## config.mk

```make
export PLATFORM = sky130hd
export DESIGN_NAME = psc_host_flat
export DESIGN_NICKNAME = d
export VERILOG_FILES = /design/src/design/psc_pkg.sv /design/src/design/psc_if.sv /design/src/design/psc_host.sv /design/src/flat_wrapper.sv
export SDC_FILE = /design/constraint.sdc
export NUM_CORES = 1
export LEC_CHECK = 0
export ABC_CLOCK_PERIOD_IN_PS = 6500
export BUFFER_PORTS_ARGS = -buffer_cell sky130_fd_sc_hd__buf_2
export CAP_MARGIN = 20
export CORE_ASPECT_RATIO = 1.1
export CORE_MARGIN = 2
export CORE_UTILIZATION = 53
export DETAILED_ROUTE_END_ITERATION = 10
export MAX_ROUTING_LAYER = met4
export PLACE_DENSITY = 0.84
export SETUP_SLACK_MARGIN = 0.02
export SYNTH_ARGS = -nofsm -noshare
export SYNTH_HDL_FRONTEND = slang
export SYNTH_SLANG_ARGS = --single-unit
```

## constraint.sdc

```tcl
create_clock -name core_clk -period 6.5 [get_ports core_clk]
set_input_delay 1.3 -clock core_clk [delete_from_list [all_inputs] [get_ports core_clk]]
set_output_delay 1.3 -clock core_clk [all_outputs]
set_load 0.1 [all_outputs]
```

## src/design/psc_pkg.sv

```systemverilog
package psc_pkg;
  // Word and pin layout
  localparam int PSC_WORD_W = 6;
  localparam int PSC_HI_W = 3;
  // Timing, figures in ns and derived core cycles
  localparam int PSC_CORE_NS = 40;
  localparam int PSC_SCK_MIN_NS = 100;
  localparam int PSC_LE_W_NS = 10;
  localparam int PSC_LE_SPACE_NS = 630;
  localparam int PSC_SCK_HALF_CYC =
    (PSC_SCK_MIN_NS + 2 * PSC_CORE_NS - 1) / (2 * PSC_CORE_NS);
  localparam int PSC_LE_W_CYC_RAW =
    (PSC_LE_W_NS + PSC_CORE_NS - 1) / PSC_CORE_NS;
  localparam int PSC_LE_W_CYC = (PSC_LE_W_CYC_RAW < 1) ? 1 : PSC_LE_W_CYC_RAW;
  localparam int PSC_LE_SPACE_CYC =
    (PSC_LE_SPACE_NS + PSC_CORE_NS - 1) / PSC_CORE_NS;
  // Register offsets
  localparam logic [7:0] PSC_OFS_CTRL = 8'h00;
  localparam logic [7:0] PSC_OFS_WORD = 8'h04;
  localparam logic [7:0] PSC_OFS_PAR = 8'h08;
  localparam logic [7:0] PSC_OFS_STAT = 8'h0c;
  // Field positions
  localparam int PSC_CTRL_MODE_BIT = 0;
  localparam int PSC_CTRL_GO_BIT = 1;
  localparam int PSC_STAT_BUSY_BIT = 0;
  localparam int PSC_STAT_RB_LSB = 8;
  // Reset values
  localparam logic PSC_MODE_RST = 1'b1;
  localparam logic [5:0] PSC_WORD_RST = 6'h00;
  localparam logic [5:0] PSC_PAR_RST = 6'h00;
  localparam logic [5:0] PSC_STATE_RST = 6'h00;
  // Host sequencer states
  typedef enum logic [2:0] {
    PSC_H_IDLE = 3'b000,
    PSC_H_LOW = 3'b001,
    PSC_H_HIGH = 3'b010,
    PSC_H_STROBE = 3'b011,
    PSC_H_GAP = 3'b100
  } psc_hstate_t;
endpackage : psc_pkg

```

## src/design/psc_if.sv

```systemverilog
`timescale 1ns/1ps
`default_nettype none
interface psc_if;
  // Mode select, shared control pins and upper parallel bits
  logic ps_sel;
  logic load_strobe;
  logic shift_clk;
  logic shift_data_in;
  logic [2:0] phase_hi;
  // Chain output
  logic shift_data_out;
  modport host (
    output ps_sel,
    output load_strobe,
    output shift_clk,
    output shift_data_in,
    output phase_hi,
    input shift_data_out
  );
  modport dev (
    input ps_sel,
    input load_strobe,
    input shift_clk,
    input shift_data_in,
    input phase_hi,
    output shift_data_out
  );
endinterface : psc_if
`default_nettype wire

```

## src/design/psc_host.sv

```systemverilog
`timescale 1ns/1ps
`default_nettype none
module psc_host
  import psc_pkg::*;
(
  // Clock and reset
  input wire logic core_clk,
  input wire logic reset_n,
  // APB slave
  input wire logic psel,
  input wire logic penable,
  input wire logic pwrite,
  input wire logic [7:0] paddr,
  input wire logic [31:0] pwdata,
  output logic [31:0] prdata,
  output logic pready,
  output logic pslverr,
  // Link
  psc_if.host lnk
);
  psc_hstate_t st_r, st_nxt;
  logic [4:0] cnt_r, cnt_nxt;
  logic [2:0] bit_r, bit_nxt;
  logic mode_r;
  logic [5:0] word_r, par_r, rb_r, rb_nxt;
  logic sdo_s1_r, sdo_s2_r;
  logic pready_r, pslverr_r;
  logic [31:0] prdata_r;
  logic sel_r, le_r, sck_r, sdi_r;
  logic [2:0] hi_r;
  logic le_nxt, sck_nxt, sdi_nxt;

  // Bus decode
  wire acc = psel & penable;
  wire wr_en = acc & pwrite & pready_r;
  wire hit_ctrl = (paddr == PSC_OFS_CTRL);
  wire hit_word = (paddr == PSC_OFS_WORD);
  wire hit_par = (paddr == PSC_OFS_PAR);
  wire hit_stat = (paddr == PSC_OFS_STAT);
  wire hit_any = hit_ctrl | hit_word | hit_par | hit_stat;
  wire busy = (st_r != PSC_H_IDLE);
  wire go = wr_en & hit_ctrl & pwdata[PSC_CTRL_GO_BIT] & ~busy
            & pwdata[PSC_CTRL_MODE_BIT] & mode_r;
  wire cnt_done = (cnt_r == 5'd0);
  wire [31:0] rdata = hit_ctrl ? {31'h0, mode_r} :
                      hit_word ? {26'h0, word_r} :
                      hit_par ? {26'h0, par_r} :
                      hit_stat ? {18'h0, rb_r, 7'h0, busy} : 32'h0;

  // One wait state, then answer
  always_ff @(posedge core_clk or negedge reset_n) begin
    if (!reset_n) begin
      pready_r <= 1'b0;
      pslverr_r <= 1'b0;
      prdata_r <= 32'h0;
    end else begin
      pready_r <= acc & ~pready_r;
      pslverr_r <= acc & ~pready_r & ~hit_any;
      prdata_r <= (acc & ~pready_r & ~pwrite) ? rdata : 32'h0;
    end
  end

  always_ff @(posedge core_clk or negedge reset_n) begin
    if (!reset_n) begin
      mode_r <= PSC_MODE_RST;
      word_r <= PSC_WORD_RST;
      par_r <= PSC_PAR_RST;
    end else if (wr_en) begin
      if (hit_ctrl) mode_r <= pwdata[PSC_CTRL_MODE_BIT];
      if (hit_word) word_r <= pwdata[5:0];
      if (hit_par) par_r <= pwdata[5:0];
    end
  end

  // Chain output crosses in through two flops
  always_ff @(posedge core_clk or negedge reset_n) begin
    if (!reset_n) begin
      sdo_s1_r <= 1'b0;
      sdo_s2_r <= 1'b0;
    end else begin
      sdo_s1_r <= lnk.shift_data_out;
      sdo_s2_r <= sdo_s1_r;
    end
  end

  // Shift sequencer
  always_comb begin
    st_nxt = st_r;
    cnt_nxt = cnt_done ? 5'd0 : cnt_r - 5'd1;
    bit_nxt = bit_r;
    rb_nxt = rb_r;
    le_nxt = 1'b0;
    sck_nxt = 1'b0;
    sdi_nxt = sdi_r;
    case (st_r)
      PSC_H_IDLE: begin
        if (go) begin
          st_nxt = PSC_H_LOW;
          cnt_nxt = 5'(PSC_SCK_HALF_CYC - 1);
          bit_nxt = 3'd0;
          sdi_nxt = word_r[5];
        end
      end
      PSC_H_LOW: begin
        if (cnt_done) begin
          st_nxt = PSC_H_HIGH;
          sck_nxt = 1'b1;
          rb_nxt = {rb_r[4:0], sdo_s2_r};
          cnt_nxt = 5'(PSC_SCK_HALF_CYC - 1);
        end
      end
      PSC_H_HIGH: begin
        sck_nxt = ~cnt_done;
        if (cnt_done) begin
          bit_nxt = bit_r + 3'd1;
          if (bit_r == 3'(PSC_WORD_W - 1)) begin
            st_nxt = PSC_H_STROBE;
            le_nxt = 1'b1;
            cnt_nxt = 5'(PSC_LE_W_CYC - 1);
          end else begin
            st_nxt = PSC_H_LOW;
            sdi_nxt = word_r[3'd4 - bit_r];
            cnt_nxt = 5'(PSC_SCK_HALF_CYC - 1);
          end
        end
      end
      PSC_H_STROBE: begin
        le_nxt = ~cnt_done;
        if (cnt_done) begin
          st_nxt = PSC_H_GAP;
          cnt_nxt = 5'(PSC_LE_SPACE_CYC - PSC_LE_W_CYC - 1);
        end
      end
      PSC_H_GAP: begin
        if (cnt_done) st_nxt = PSC_H_IDLE;
      end
      default: st_nxt = PSC_H_IDLE;
    endcase
    if (!mode_r) st_nxt = PSC_H_IDLE;
  end

  always_ff @(posedge core_clk or negedge reset_n) begin
    if (!reset_n) begin
      st_r <= PSC_H_IDLE;
      cnt_r <= 5'd0;
      bit_r <= 3'd0;
      rb_r <= PSC_WORD_RST;
    end else begin
      st_r <= st_nxt;
      cnt_r <= cnt_nxt;
      bit_r <= bit_nxt;
      rb_r <= rb_nxt;
    end
  end

  // Pins: shared pins carry serial controls in serial mode, parallel bits otherwise; high bits always parallel
  always_ff @(posedge core_clk or negedge reset_n) begin
    if (!reset_n) begin
      sel_r <= PSC_MODE_RST;
      le_r <= 1'b0;
      sck_r <= 1'b0;
      sdi_r <= 1'b0;
      hi_r <= 3'h0;
    end else begin
      sel_r <= mode_r;
      le_r <= mode_r ? le_nxt : par_r[2];
      sck_r <= mode_r ? sck_nxt : par_r[1];
      sdi_r <= mode_r ? sdi_nxt : par_r[0];
      hi_r <= par_r[5:3];
    end
  end

  assign lnk.ps_sel = sel_r;
  assign lnk.load_strobe = le_r;
  assign lnk.shift_clk = sck_r;
  assign lnk.shift_data_in = sdi_r;
  assign lnk.phase_hi = hi_r;
  assign prdata = prdata_r;
  assign pready = pready_r;
  assign pslverr = pslverr_r;
endmodule : psc_host
`default_nettype wire

```

## src/flat_wrapper.sv

```systemverilog
// flat-port wrapper written by rule: the top's interface ports become plain ports
module psc_host_flat import psc_pkg::*;
  (core_clk, reset_n, psel, penable, pwrite, paddr, pwdata, prdata, pready, pslverr, lnk_ps_sel, lnk_load_strobe, lnk_shift_clk, lnk_shift_data_in, lnk_phase_hi, lnk_shift_data_out);
  psc_if lnk_i ();
  input wire logic core_clk;
  input wire logic reset_n;
  input wire logic psel;
  input wire logic penable;
  input wire logic pwrite;
  input wire logic [7:0] paddr;
  input wire logic [31:0] pwdata;
  output logic [31:0] prdata;
  output logic pready;
  output logic pslverr;
  output wire logic [$bits(lnk_i.ps_sel)-1:0] lnk_ps_sel;
  output wire logic [$bits(lnk_i.load_strobe)-1:0] lnk_load_strobe;
  output wire logic [$bits(lnk_i.shift_clk)-1:0] lnk_shift_clk;
  output wire logic [$bits(lnk_i.shift_data_in)-1:0] lnk_shift_data_in;
  output wire logic [$bits(lnk_i.phase_hi)-1:0] lnk_phase_hi;
  input wire logic [$bits(lnk_i.shift_data_out)-1:0] lnk_shift_data_out;
  assign lnk_ps_sel = lnk_i.ps_sel;
  assign lnk_load_strobe = lnk_i.load_strobe;
  assign lnk_shift_clk = lnk_i.shift_clk;
  assign lnk_shift_data_in = lnk_i.shift_data_in;
  assign lnk_phase_hi = lnk_i.phase_hi;
  assign lnk_i.shift_data_out = lnk_shift_data_out;
  psc_host u_core (.core_clk(core_clk), .reset_n(reset_n), .psel(psel), .penable(penable), .pwrite(pwrite), .paddr(paddr), .pwdata(pwdata), .prdata(prdata), .pready(pready), .pslverr(pslverr), .lnk(lnk_i));
endmodule
```

After elaboration in Yosys (flattened, before gate mapping):

Index checks and enable logic that the tools add are counted.

* register bits: 73
* input port bits: 46

* add/subtract/negate cells: 3
* magnitude comparators: 1
* eq/ne operators: 17
* muxes and demuxes: 37
* bitwise logic cells: 19
* reductions and logical operators: 12

Operators with widths (count)
* $mux 32: 4
* $mux 5: 5
* $mux 3: 8
* $ne 3x3->1 const B: 7
* $pmux 5 s4: 1
* $eq 8x4->1 const B: 2
* $pmux 3 s5: 1
* $mux 14: 1
* $and 1x1->1: 11
* $mux 1: 11
* $eq 8x3->1 const B: 1
* $logic_not 8->1: 1
* $reduce_and 2->1: 4
* $eq 3x2->1 const B: 2
* $eq 3x3->1 const B: 2
* $pmux 1 s2: 3
* $pmux 3 s2: 1
* $logic_not 5->1: 1
* $not 1->1: 5
* $reduce_and 5->1: 1
* $sub 5x1->5 const B: 1
* $lt 3x4->1 const B: 1
* $ne 2x1->1 const B: 2
* $reduce_and 4->1: 1
* 10 further kinds: 12

Logic depth before layout (Yosys ltp):

Gate-level depths: netlist of the first run.

* depth in word-level cells: 11
* mapped depth: 8
* depth with buffers taken out: 7

Worst setup path before layout of the first run:

Ideal clock, no wire load.

* path kind: input -> register
* start point: input port paddr[1]
* end point: register u_core.word_r[0]
* arrival: 2.912 ns
* required time: 6.375 ns
* path slack: 3.463 ns
* stages: 5
* path buffers: 0
* path through: or4_1 > nor3_1 > nand2_1 > nor3_4 > mux2_2

* longest elaborated chain between the ends: 2

Ends and longest elaborated chain
* start: declaration: line flat_wrapper.sv:10 `input wire logic [7:0] paddr;`
* $eq 8x3->1: line psc_host.sv:37 `wire hit_word = (paddr == PSC_OFS_WORD);`
* $reduce_and 2->1 (no source line)
* end signal: assignment: line psc_host.sv:70 `if (hit_word) word_r <= pwdata[5:0];`
* end: declaration: line psc_host.sv:25 `logic [5:0] word_r, par_r, rb_r, rb_nxt;`

No other way between the ends.
A chain may end at the register's enable or synchronous reset.

Worst setup path in the final report of the first run:

* start point: input port paddr[1]
* end point: register u_core.bit_r[0]

* longest elaborated chain between the ends: 8

Ends and longest elaborated chain
* $logic_not 8->1: line psc_host.sv:36 `wire hit_ctrl = (paddr == PSC_OFS_CTRL);`
* $and 1x1->1 (3 in series): line psc_host.sv:42 `wire go = wr_en & hit_ctrl & pwdata[PSC_CTRL_GO_BIT] & ~busy`
* $and 1x1->1 (2 in series): line psc_host.sv:43 `& pwdata[PSC_CTRL_MODE_BIT] & mode_r;`
* $ne 2x1->1 (no source line)
* $reduce_and 3->1 (no source line)
* end signal: assignment: line psc_host.sv:151 `bit_r <= bit_nxt;`
* end: declaration: line psc_host.sv:23 `logic [2:0] bit_r, bit_nxt;`

No other way between the ends.

==> summary.md, run 1 <==
| Metric | Value |
|---|---|
| Result of the run | `finished, final reports clean` |
| Height of the chip | `roughly 76 um` |
| Switching Share | `0.324` |
| I/O Buffers | `40` |
| Min cycle time layout | `3.15 ns` |
| Clock buffer count from CTS | `5` |
| Post-layout power | `703 uW` |
| Number of global-route vias before repair | `between 1500 and 2000` |
| Maximum Capacitance Violations | `0` |
| Area of the mapped netlist | `roughly 2500 um2` |
| Cells traversed along the worst timing path | `buf_2 -> or4_1 -> nor4_1 -> and4_1 -> o21ai_0 -> a22o_1` |
| Post-CTS Resized | `0` |
| Horizontal die dimension | `a little under 70 um` |
| Initial antenna violation count | `0` |
| Reg2reg start | `u_core.cnt_r[0]` |
| Cell with the biggest individual delay on the critical path | `sky130_fd_sc_hd__or4_1` |
| RSZ-0062 raised after global routing | `no` |
| Total core area | `approximately 4600 um2` |
| Pins over their slew limit | `0` |
| Post-route fraction of the period consumed by the critical path | `0.485` |
| Average size of a mapped cell | `between 10 and 15 um2` |
| Clock tree skew after final layout | `just under 0.009 ns` |
| Number of register bits inferred by synthesis | `53` |
| Class of the tightest hold or removal check | `reg2reg` |
| Proportion of synthesized chip area in sequential cells | `0.533` |
| Pin slew with the least headroom to its limit | `approximately 0.75 ns` |
| Area Growth Syn to Fin | `10.3%` |
| Power Internal | `between 400 and 500 uW` |
| Total vias in the final route | `~1700` |
| GR Overflow Total | `0` |
| Cell variety after synth | `50` |
| Effective utilization at floorplan | `0.544` |
| Sequential group share of total power | `0.519` |
| Number of stages on the worst hold path | `0` |
| Average detailed-routed wire length per instance | `~14 um` |
| Arrival time reported for the critical path endpoint | `3.36 ns` |
| Setup tns final | `0 ns` |
| Number of cells on the worst reg-to-reg path | `5` |
| Ports placed on the boundary | `just under 90` |
| Pwr per Cell Area | `256 nW/um2` |
| Commonest cells after routing, fill and taps aside | `sky130_fd_sc_hd__dfrtp_1 (51), sky130_fd_sc_hd__buf_2 (40), sky130_fd_sc_hd__conb_1 (20)` |
| DRC viols | `0` |
| Tot GR Track Use | `0.181` |
| Launch point of the worst path | `paddr[1]` |
| Root buf cell | `sky130_fd_sc_hd__clkbuf_8` |
| R2r setup slk | `between 4 and 5 ns` |
| Critical path data required time | `between 6 and 7 ns` |
| Startpoint type of the worst setup path | `input port` |
| Full die area | `between 5000 and 6000 um2` |
| Number of buffers inserted to repair setup after CTS | `0` |
| Maximum root-to-sink buffer count | `2` |
| Tightest slew margin relative to the limit | `0.495` |
| Hold Violations, Final | `0` |
| Total buffers and inverters traversed by the critical path | `1` |
| Final HPWL DP | `3.16 mm` |
| Largest stage delay, worst path | `0.55 ns` |
| Number of failing setup endpoints in the final timing report | `0` |
| Synth Flop Type | `sky130_fd_sc_hd__dfrtp_1` |
| Share of total power in combinational logic | `0.199` |
| Number of sinks driven by the clock tree | `53` |
| Crit Path Category | `in2reg` |
| Count of mapped cells out of synthesis | `roughly 210` |
| Routability Congestion | `0.795` |
| Synthesis Warnings | `0` |
| Switching power | `between 200 and 250 uW` |
| Peak VDD IR | `0.000159 V` |
| Post-layout nets | `between 300 and 400` |
| Sum of routed wire length over all layers | `about 4.4 mm` |
| Vias per std cell | `roughly 5.4` |
| Largest net degree at the start of global routing | `between 50 and 60` |
| Crit. End Element | `flip-flop` |
| Most common cell after layout, fill and taps aside | `sky130_fd_sc_hd__dfrtp_1` |
| Fraction of final layout cells with drive strength greater than 1 | `0.291` |
| Worst-case hold path end point | `u_core.sdo_s2_r` |
| CTS Hold Bufs | `0` |
| Number of H-tree branching levels | `2` |
| Initial DRT Pass Iterations | `5` |
| Count of flip-flops with a built-in enable after synthesis | `0` |
| Largest delay contributor family on the critical path | `simple AND/OR/NAND/NOR gates` |
| Initial DRC count | `72` |
| Fraction of registers with async set or reset after synthesis | `1.00` |
| Post-DRT Antenna Nets | `0` |
| FF-to-FF End | `u_core.rb_r[0]` |
| Row count | `26` |
| Clock-pin slew on the worst setup and hold paths | `about 0.1 ns` |
| CTS tree | `yes` |
| Max Freq | `0.317 GHz` |
| Worst Hold Launch | `u_core.sdo_s1_r` |
| Clock latency at the later pin of the worst-skew pair | `approximately 0.31 ns` |
| Antenna diodes | `0` |
| Global-route wire length before repair | `7.47 mm` |
| Critical-path maximum fanout | `11` |
| Part of the total power dissipated in the clock network | `0.282` |
| Lkg Pwr | `0.00139 uW` |
==> power by group through the flow <==
| stage | clock (uW) | combinational, uW | sequential, uW |
|---|---|---|---|
| detailed placement | 0 | 141 | 371 |
| CTS | 203 | 141 | 365 |
| global route | 219 | 154 | 368 |
| floorplan | 0 | 119 | 374 |
| finish | 198 | 140 | 365 |
| global placement | 0 | 136 | 370 |
==> final cells by class <==
| class | count | area, um2 |
|---|---|---|
| Fill cell | 382 | 1840 |
| Sequential cell | 53 | 1330 |
| Multi-Input combinational cell | 144 | 1010 |
| Timing Repair Buffer | 41 | 208 |
| Clock buffer | 6 | 82.6 |
| Tap cell | 56 | 70.1 |
| Inverter | 8 | 30.0 |
| Clock inverter | 2 | 17.5 |
==> stage by stage <==
step	instance area, um2	setup WS (ns)	util	hold WS [ns]	instances
final	2750	3.35	0.600	0.358	310
after global routing	2750	3.18	0.600	0.376	310
after CTS	2750	3.40	0.600	0.364	310
after detailed placement	2650	3.05	0.578	0.345	302
after global placement	2650	3.10	0.578	0.343	302
after floorplan	2570	3.46	-	0.331	232
==> how the worst max path moves through the flow <==
stage,cells after the start,end,slack [ns]
2_1_floorplan,5,u_core.word_r[0],3.46
3_3_place_gp,6,u_core.bit_r[0],3.10
3_5_place_dp,6,u_core.bit_r[0],3.05
4_1_cts,6,u_core.bit_r[0],3.40
5_1_grt,6,u_core.prdata[13],3.18
6_report,6,u_core.bit_r[0],3.35
==> routing by layer <==
metal,part of all wire,vias to the layer above,GRT usage
li1,-,786,-
met1,0.43,826,0.226
met2,0.50,55,0.289
met3,0.054,8,0.0372
met4,0.020,0,0.0725
met5,0,-,-
==> logic make-up (layout without fill, tap and decap cells) <==
group	count (synthesis)	count (layout)	synth area share
compound gates	31	31	0.0863
xor+xnor	4	4	0.0140
fa+ha+maj	5	5	0.0251
buf+inv	35	57	0.0893
flops	53	53	0.533
mux	21	21	0.108
other cells	1	20	0.00150
simple gates	63	63	0.143
==> sequential cells by signal, indices dropped and copies added (netlist names), 3 cells and up <==
name                 flops
u_core.par_r             6
u_core.st_r              3
u_core.bit_r             3
u_core.rb_r              6
u_core.word_r            6
u_core.prdata           12
u_core.lnk.phase_hi      3
u_core.cnt_r             5
==> cells in the mapped netlist (2+ instances only) <==
cell,number,area (um2)
sky130_fd_sc_hd__dfrtp_1,51,1280
sky130_fd_sc_hd__buf_4,20,150
sky130_fd_sc_hd__nor2_1,16,60.1
sky130_fd_sc_hd__mux2_2,13,146
sky130_fd_sc_hd__nand2_1,10,37.5
sky130_fd_sc_hd__inv_1,8,30.0
sky130_fd_sc_hd__a22oi_1,6,45.0
sky130_fd_sc_hd__and2_1,6,37.5
sky130_fd_sc_hd__mux2_4,6,90.1
sky130_fd_sc_hd__a21oi_1,5,25.0
sky130_fd_sc_hd__ha_1,5,62.6
sky130_fd_sc_hd__nor3_1,5,25.0
sky130_fd_sc_hd__o21ai_0,5,25.0
sky130_fd_sc_hd__clkbuf_1,4,15.0
sky130_fd_sc_hd__nor2b_1,4,25.0
sky130_fd_sc_hd__nand2b_1,3,18.8
sky130_fd_sc_hd__nor4_1,3,18.8
sky130_fd_sc_hd__a211oi_1,2,15.0
sky130_fd_sc_hd__buf_6,2,22.5
sky130_fd_sc_hd__dfstp_2,2,52.6
sky130_fd_sc_hd__nand3_1,2,10.0
sky130_fd_sc_hd__nand3b_1,2,15.0
sky130_fd_sc_hd__o211ai_1,2,15.0
sky130_fd_sc_hd__o311ai_0,2,17.5
sky130_fd_sc_hd__or4_1,2,15.0
sky130_fd_sc_hd__xnor2_1,2,17.5
sky130_fd_sc_hd__xor2_1,2,17.5
Note: power is estimated with default switching activity, not from simulation.
==> inputs of run 2 (changes only) <==
--- a/config.mk
+++ b/config.mk
@@ -5,15 +5,15 @@
 export SDC_FILE = /design/constraint.sdc
 export NUM_CORES = 1
 export LEC_CHECK = 0
-export ABC_CLOCK_PERIOD_IN_PS = 6500
+export ABC_CLOCK_PERIOD_IN_PS = 2710
 export BUFFER_PORTS_ARGS = -buffer_cell sky130_fd_sc_hd__buf_2
 export CAP_MARGIN = 20
 export CORE_ASPECT_RATIO = 1.1
 export CORE_MARGIN = 2
-export CORE_UTILIZATION = 53
+export CORE_UTILIZATION = 45
 export DETAILED_ROUTE_END_ITERATION = 10
 export MAX_ROUTING_LAYER = met4
-export PLACE_DENSITY = 0.84
+export PLACE_DENSITY = 0.76
 export SETUP_SLACK_MARGIN = 0.02
 export SYNTH_ARGS = -nofsm -noshare
 export SYNTH_HDL_FRONTEND = slang
==> constraint.sdc (replaced) <==
create_clock -name core_clk -period 2.71 [get_ports core_clk]
set_input_delay 0.542 -clock core_clk [delete_from_list [all_inputs] [get_ports core_clk]]
set_output_delay 0.542 -clock core_clk [all_outputs]
set_load 0.1 [all_outputs]
==> run 2 against run 1 <==
Against the previous run: total power grew 140%; utilization shrank 7.3 points; count of clock-buffer cells in the layout is the same; flip-flop and latch count is the same.
==> summary.md, run 2 (synthesis gave the netlist of run 1 again) <==
| Metric | Value |
|---|---|
| Final WS setup | `between 0.5 and 0.6 ns` |
| Critical path data required time | `roughly 2.9 ns` |
| Final cell count without fillers | `~330` |
| Clock-pin slew on the worst setup and hold paths | `0.10 ns` |
| Post-route fraction of the period consumed by the critical path | `0.812` |
| Result of the run | `finished, final reports clean` |
| Sum of routed wire length over all layers | `between 4 and 5 mm` |
| Post-layout nets | `between 300 and 400` |
| Met1 GRT Util | `0.216` |
| Arrival time reported for the critical path endpoint | `roughly 2.4 ns` |
| Commonest cells after routing, fill and taps aside | `sky130_fd_sc_hd__dfrtp_1 (51), sky130_fd_sc_hd__buf_2 (40), sky130_fd_sc_hd__conb_1 (20)` |
| Horizontal die dimension | `75.0 um` |
| Full die area | `6160 um2` |
| Largest net degree at the start of global routing | `54` |
| Met3 global-route usage | `0.0255` |
| R2r setup slk | `about 0.5 ns` |
| Area taken by multi-input logic gates | `1010 um2` |
| Fill cell instance count of the final layout | `470` |
| Hold Violations, Final | `0` |
| DRC viols | `0` |
| Cell count after placement | `roughly 330` |
| Antenna diodes | `0` |
| Class of the tightest hold or removal check | `in2async` |
| Vias per std cell | `4.98` |
| CTS tree | `yes` |
| Largest stage delay, worst path | `around 0.60 ns` |
| Post-DRT Antenna Nets | `0` |
| Average detailed-routed wire length per instance | `approximately 13 um` |
| Effective utilization at floorplan | `0.465` |
| Min cycle time layout | `between 2 and 2.5 ns` |
| Total core area | `5360 um2` |
| I/O Buffers | `40` |
| Crit Path Category | `reg2reg` |
| Peak VDD IR | `~0.00034 V` |
| Post-CTS Resized | `0` |
| GR Overflow Total | `0` |
| Number of buffers inserted to repair setup after CTS | `0` |
| Global-route wire length before repair | `between 7 and 8 mm` |
| Routability Congestion | `roughly 0.78` |
| Pwr per Cell Area | `602 nW/um2` |
| Met2 routing resource usage after global routing | `0.263` |
| Number of H-tree branching levels | `2` |
| Minimum setup slack after placement | `about 0.18 ns` |
| Reg2reg start | `u_core.cnt_r[0]` |
| Critical-path maximum fanout | `7` |
| Post-layout power | `around 1700 uW` |
| Height of the chip | `around 80 um` |
| Final HPWL DP | `3.17 mm` |
| Maximum root-to-sink buffer count | `2` |
| FF-to-FF End | `u_core.rb_r[1]` |
| Setup tns final | `0 ns` |
| Most common cell after layout, fill and taps aside | `sky130_fd_sc_hd__dfrtp_1` |
| Clock buffer count from CTS | `5` |
| Startpoint type of the worst setup path | `flip-flop` |
| Clock tree skew after final layout | `~0.006 ns` |
| Cells traversed along the worst timing path | `inv_1 -> ha_1 -> or4b_1 -> or4b_4 -> mux2_4` |
| Initial DRC count | `about 110` |
| Area Growth Syn to Fin | `13.2%` |
| Global route hottest layer | `met2` |
| Pins over their slew limit | `0` |
| Row count | `28` |
| Number of failing setup endpoints in the final timing report | `0` |
| Number of cells on the worst reg-to-reg path | `5` |
| RSZ-0062 raised after global routing | `no` |
| CTS Hold Bufs | `0` |
| Cell with the biggest individual delay on the critical path | `sky130_fd_sc_hd__or4b_4` |
| Maximum Capacitance Violations | `0` |
| Ports placed on the boundary | `87` |
| Initial DRT Pass Iterations | `4` |
| Sequential cell area | `roughly 1300 um2` |
| Initial antenna violation count | `0` |
| Final hold slack | `0.195 ns` |
| Root buf cell | `sky130_fd_sc_hd__clkbuf_8` |
| Number of flip-flops under the largest register name | `12` |
| Clock latency at the later pin of the worst-skew pair | `about 0.31 ns` |
| Total vias in the final route | `1662` |
| Number of sinks driven by the clock tree | `between 50 and 60` |
| Max Freq | `~0.45 GHz` |
| Lkg Pwr | `approximately 0.0014 uW` |
| Fraction of final layout cells with drive strength greater than 1 | `0.305` |
| Crit. End Element | `flip-flop` |
| Number of global-route vias before repair | `around 1700` |
| Tot GR Track Use | `0.166` |
==> run 2: worst max-delay path by stage <==
stage | cells past startpoint | start | slack [ns] | endpoint
2_1_floorplan | 6 | u_core.pready | 0.43 | u_core.lnk.shift_data_in
3_3_place_gp | 6 | paddr[1] | 0.21 | u_core.bit_r[0]
3_5_place_dp | 6 | paddr[1] | 0.18 | u_core.bit_r[0]
4_1_cts | 5 | u_core.cnt_r[0] | 0.51 | u_core.rb_r[5]
5_1_grt | 8 | u_core.cnt_r[0] | 0.36 | u_core.lnk.shift_data_in
6_report | 5 | u_core.cnt_r[0] | 0.51 | u_core.rb_r[1]
==> run 2: stage by stage <==
step	util	cell area (um2)
CTS	0.527	2830
floorplan	-	2570
global placement	0.508	2730
finish	0.527	2830
global route	0.527	2830
detailed placement	0.508	2730
==> run 2: final cells by class <==
class / count / area share
inverter: 8 / 0.0106
tap: 75 / 0.0332
timing repair buffer: 46 / 0.0912
multi-input combinational: 144 / 0.359
sequential: 53 / 0.470
clock buffer: 6 / 0.0292
clock inverter: 2 / 0.00620
==> run 2: power by group <==
part           leakage [uW]  total, uW  internal, uW  switching, uW
clock             0.0000518        479           212            266
sequential         0.000705        878           835           42.6
combinational      0.000662        345           101            244
==> run 2: critical path: cells and delay by family, from the launching register on <==
family,cells,cell delay [ns]
and+or+nand+nor,2,1.10
DFF,1,0.40
muxes,1,0.32
adders and majority gates,1,0.18
buffers and inverters,1,0.11
==> run 2: per-layer routing <==
| layer | routed length, um | up-vias | share of wire |
|---|---|---|---|
| met2 | 2110 | 52 | 0.48 |
| met4 | 79 | 0 | 0.018 |
| met1 | 1990 | 807 | 0.46 |
| li1 | - | 795 | - |
| met3 | 191 | 8 | 0.044 |
| met5 | 0 | - | 0 |
==> inputs of run 3 (changes only) <==
--- a/config.mk
+++ b/config.mk
@@ -5,15 +5,16 @@
 export SDC_FILE = /design/constraint.sdc
 export NUM_CORES = 1
 export LEC_CHECK = 0
-export ABC_CLOCK_PERIOD_IN_PS = 2710
+export ABC_AREA = 1
+export ABC_CLOCK_PERIOD_IN_PS = 2100
 export BUFFER_PORTS_ARGS = -buffer_cell sky130_fd_sc_hd__buf_2
 export CAP_MARGIN = 20
 export CORE_ASPECT_RATIO = 1.1
 export CORE_MARGIN = 2
-export CORE_UTILIZATION = 45
+export CORE_UTILIZATION = 50
 export DETAILED_ROUTE_END_ITERATION = 10
 export MAX_ROUTING_LAYER = met4
-export PLACE_DENSITY = 0.76
+export PLACE_DENSITY = 0.79
 export SETUP_SLACK_MARGIN = 0.02
 export SYNTH_ARGS = -nofsm -noshare
 export SYNTH_HDL_FRONTEND = slang
==> constraint.sdc (replaced) <==
create_clock -name core_clk -period 2.1 [get_ports core_clk]
set_input_delay 0.42 -clock core_clk [delete_from_list [all_inputs] [get_ports core_clk]]
set_output_delay 0.42 -clock core_clk [all_outputs]
set_load 0.1 [all_outputs]
==> run 3 against run 2 <==
Against the previous run: utilization up 6.1 points; sequential share of layout area is 2.1 points lower; count of clock-buffer cells in the layout is 1 lower; sequential power grew 41%; non-clock buffer count decreased by 5; area after synthesis rose by 5.5%; hold slack worse by 0.091 ns; setup slack got worse by 0.089 ns; critical path type unchanged.
==> summary.md, run 3 <==
| Metric | Value |
|---|---|
| RSZ-0062 raised after global routing | `no` |
| Minimum setup slack after placement | `0.323 ns` |
| Count of flip-flops with a built-in enable after synthesis | `0` |
| Post-CTS Resized | `0` |
| CTS tree | `yes` |
| Maximum root-to-sink buffer count | `2` |
| Pwr per Cell Area | `roughly 1100 nW/um2` |
| Effective utilization at floorplan | `0.523` |
| Area Growth Syn to Fin | `12.5%` |
| Startpoint type of the worst setup path | `flip-flop` |
| Cell with the biggest individual delay on the critical path | `sky130_fd_sc_hd__dfrtp_1` |
| Total core area | `between 5000 and 6000 um2` |
| Critical path data required time | `around 2.3 ns` |
| Average detailed-routed wire length per instance | `approximately 12 um` |
| Met1 GRT Util | `0.224` |
| Initial DRC count | `~120` |
| Yosys top cell by area | `sky130_fd_sc_hd__dfrtp_1` |
| Row count | `27` |
| Maximum Capacitance Violations | `0` |
| Lkg Pwr | `0.00147 uW` |
| Cells traversed along the worst timing path | `inv_1 -> ha_1 -> nand2_1 -> nor2_4 -> nand2_1 -> a31oi_1` |
| Share of the synthesized area in the top cell type | `0.485` |
| Area of the mapped netlist | `approximately 2600 um2` |
| Clock tree skew after final layout | `approximately 0.0058 ns` |
| Largest stage delay, worst path | `0.39 ns` |
| Average size of a mapped cell | `about 8.6 um2` |
| Initial antenna violation count | `0` |
| Largest cells by area after synthesis | `sky130_fd_sc_hd__dfrtp_1 (48%), sky130_fd_sc_hd__inv_1 (6.6%), sky130_fd_sc_hd__nand2_1 (6.6%), sky130_fd_sc_hd__buf_4 (6.0%), sky130_fd_sc_hd__nor2_1 (4.6%)` |
| Cell occurring most often along the worst timing path | `sky130_fd_sc_hd__nand2_1` |
| Min cycle time layout | `roughly 1.7 ns` |
| Largest net degree at the start of global routing | `29` |
| Peak VDD IR | `0.00108 V` |
| Fraction of registers with async set or reset after synthesis | `1.00` |
| Full die area | `about 5900 um2` |
| Number of global-route vias before repair | `2020` |
| Compound-gate portion of the synthesized area | `0.102` |
| Clock buffer count from CTS | `5` |
| Result of the run | `finished, final reports clean` |
| Proportion of synthesized chip area in sequential cells | `0.505` |
| Count of mapped cells out of synthesis | `305` |
| Synth Flop Type | `sky130_fd_sc_hd__dfrtp_1` |
| Number of register bits inferred by synthesis | `53` |
| Max Freq | `around 0.60 GHz` |
| Final HPWL DP | `roughly 3.6 mm` |
| Class of the tightest hold or removal check | `in2async` |
| Arrival time reported for the critical path endpoint | `1.89 ns` |
| Global route hottest layer | `met2` |
| Synthesis Warnings | `0` |
| Fraction of synthesized area in multiplexers | `0` |
| Post-Synth Adder-Cell Area | `0.0238` |
| Most common cell after layout, fill and taps aside | `sky130_fd_sc_hd__dfrtp_1` |
| Root buf cell | `sky130_fd_sc_hd__clkbuf_8` |
| Number of failing setup endpoints in the final timing report | `0` |
| Antenna diodes | `0` |
| Setup tns final | `0 ns` |
| Standard cell area after detailed placement | `about 2800 um2` |
| Ports placed on the boundary | `87` |
| Number of H-tree branching levels | `2` |
| Height of the chip | `approximately 80 um` |
| Pins over their slew limit | `0` |
| Final WS setup | `0.419 ns` |
| Xor/xnor cell area share of the yosys netlist | `0.0133` |
| Number of buffers inserted to repair setup after CTS | `0` |
| GR Overflow Total | `0` |
| DRC viols | `0` |
| Fraction of final layout cells with drive strength greater than 1 | `0.209` |
| Clock latency at the later pin of the worst-skew pair | `around 0.31 ns` |
| Routability Congestion | `~0.91` |
| Largest family of logic cells by synthesized area | `simple AND/OR/NAND/NOR gates` |
| Hold Violations, Final | `0` |
| Sum of routed wire length over all layers | `between 4 and 5 mm` |
| Number of flip-flops under the largest register name | `12` |
| Crit. End Element | `flip-flop` |
| Simple-gate area share of the yosys netlist | `0.217` |
| Crit Path Category | `reg2reg` |
| Cell variety after synth | `31` |
| Commonest cells after routing, fill and taps aside | `sky130_fd_sc_hd__dfrtp_1 (51), sky130_fd_sc_hd__inv_1 (46), sky130_fd_sc_hd__nand2_1 (46)` |
| Horizontal die dimension | `73.2 um` |
| Tightest slew margin relative to the limit | `0.611` |
| Clock-pin slew on the worst setup and hold paths | `0.09 ns` |
| Post-layout nets | `399` |
| Vias per std cell | `roughly 5` |
| Post-route fraction of the period consumed by the critical path | `0.800` |
| Initial DRT Pass Iterations | `4` |
| Design area | `2960 um2` |
| Global-route wire length before repair | `8.56 mm` |
| Number of sinks driven by the clock tree | `53` |
| Critical-path maximum fanout | `13` |
| Met2 routing resource usage after global routing | `0.327` |
| Met3 global-route usage | `0.0364` |
| Synth top cells by count | `sky130_fd_sc_hd__dfrtp_1 (51), sky130_fd_sc_hd__inv_1 (46), sky130_fd_sc_hd__nand2_1 (46)` |
| Tot GR Track Use | `0.197` |
| Post-DRT Antenna Nets | `0` |
| Total vias in the final route | `~2000` |
| Cell with the most instances after synthesis | `sky130_fd_sc_hd__dfrtp_1` |
| I/O Buffers | `40` |
| CTS Hold Bufs | `0` |
| Pin slew with the least headroom to its limit | `slightly below 0.6 ns` |
## run 3: cells by family after synthesis
| family | count (synthesis) |
|---|---|
| AND/OR/NAND/NOR | 117 |
| buffers and inverters | 75 |
| flip-flops | 53 |
| AO/OA/AOI/OAI | 50 |
| adder cells (fa/ha/maj) | 5 |
| XOR/XNOR | 4 |
| other | 1 |
## run 3: layout make-up
cell class | instances | area [um2]
clock buffer | 5 | 68.8
inverter | 51 | 191
clock inverter | 3 | 65.1
fill | 426 | 2070
multi-input combinational | 196 | 1010
sequential | 53 | 1330
timing repair buffer | 41 | 220
tap | 58 | 72.6
## run 3: worst paths after layout
kind	cells past startpoint	slack [ns]	to	from
min in group core_clk	1	0.22	u_core.sdo_s1_r	lnk_shift_data_out
max	6	0.42	u_core.lnk.shift_clk	u_core.cnt_r[0]
max reg2reg	6	0.42	u_core.lnk.shift_clk	u_core.cnt_r[0]
max in group asynchronous	2	1.39	u_core.mode_r	reset_n
min reg2reg	0	0.36	u_core.sdo_s2_r	u_core.sdo_s1_r
min	1	0.10	u_core.rb_r[4]	reset_n
## run 3: where the power goes
part | internal, uW | leakage, uW | switching, uW
combinational | 305 | 0.000770 | 856
clock | 473 | 0.0000681 | 324
sequential | 1150 | 0.000630 | 87.1
## run 3: metrics by stage
stage / total power [uW] / util / std cells / hold WS, ns
final: 3190 / 0.588 / 407 / 0.104
after global placement: 2380 / 0.562 / 399 / 0.344
after global routing: 3400 / 0.588 / 407 / 0.157
after detailed placement: 2410 / 0.562 / 399 / 0.339
after CTS: 3220 / 0.588 / 407 / 0.114
after floorplan: 2230 / - / 324 / 0.124
## run 3: layer usage
layer,share of wire,up-vias
li1,-,1007
met1,0.43,954
met2,0.51,38
met3,0.038,7
met4,0.022,0
met5,0,-
## run 3: critical path: cells and delay by family, from the launching register on
family / cells / cell delay [ns]
fa+ha+maj: 1 / 0.16
compound gates: 1 / 0.31
simple gates: 3 / 0.62
flops: 1 / 0.39
buf+inv: 1 / 0.12
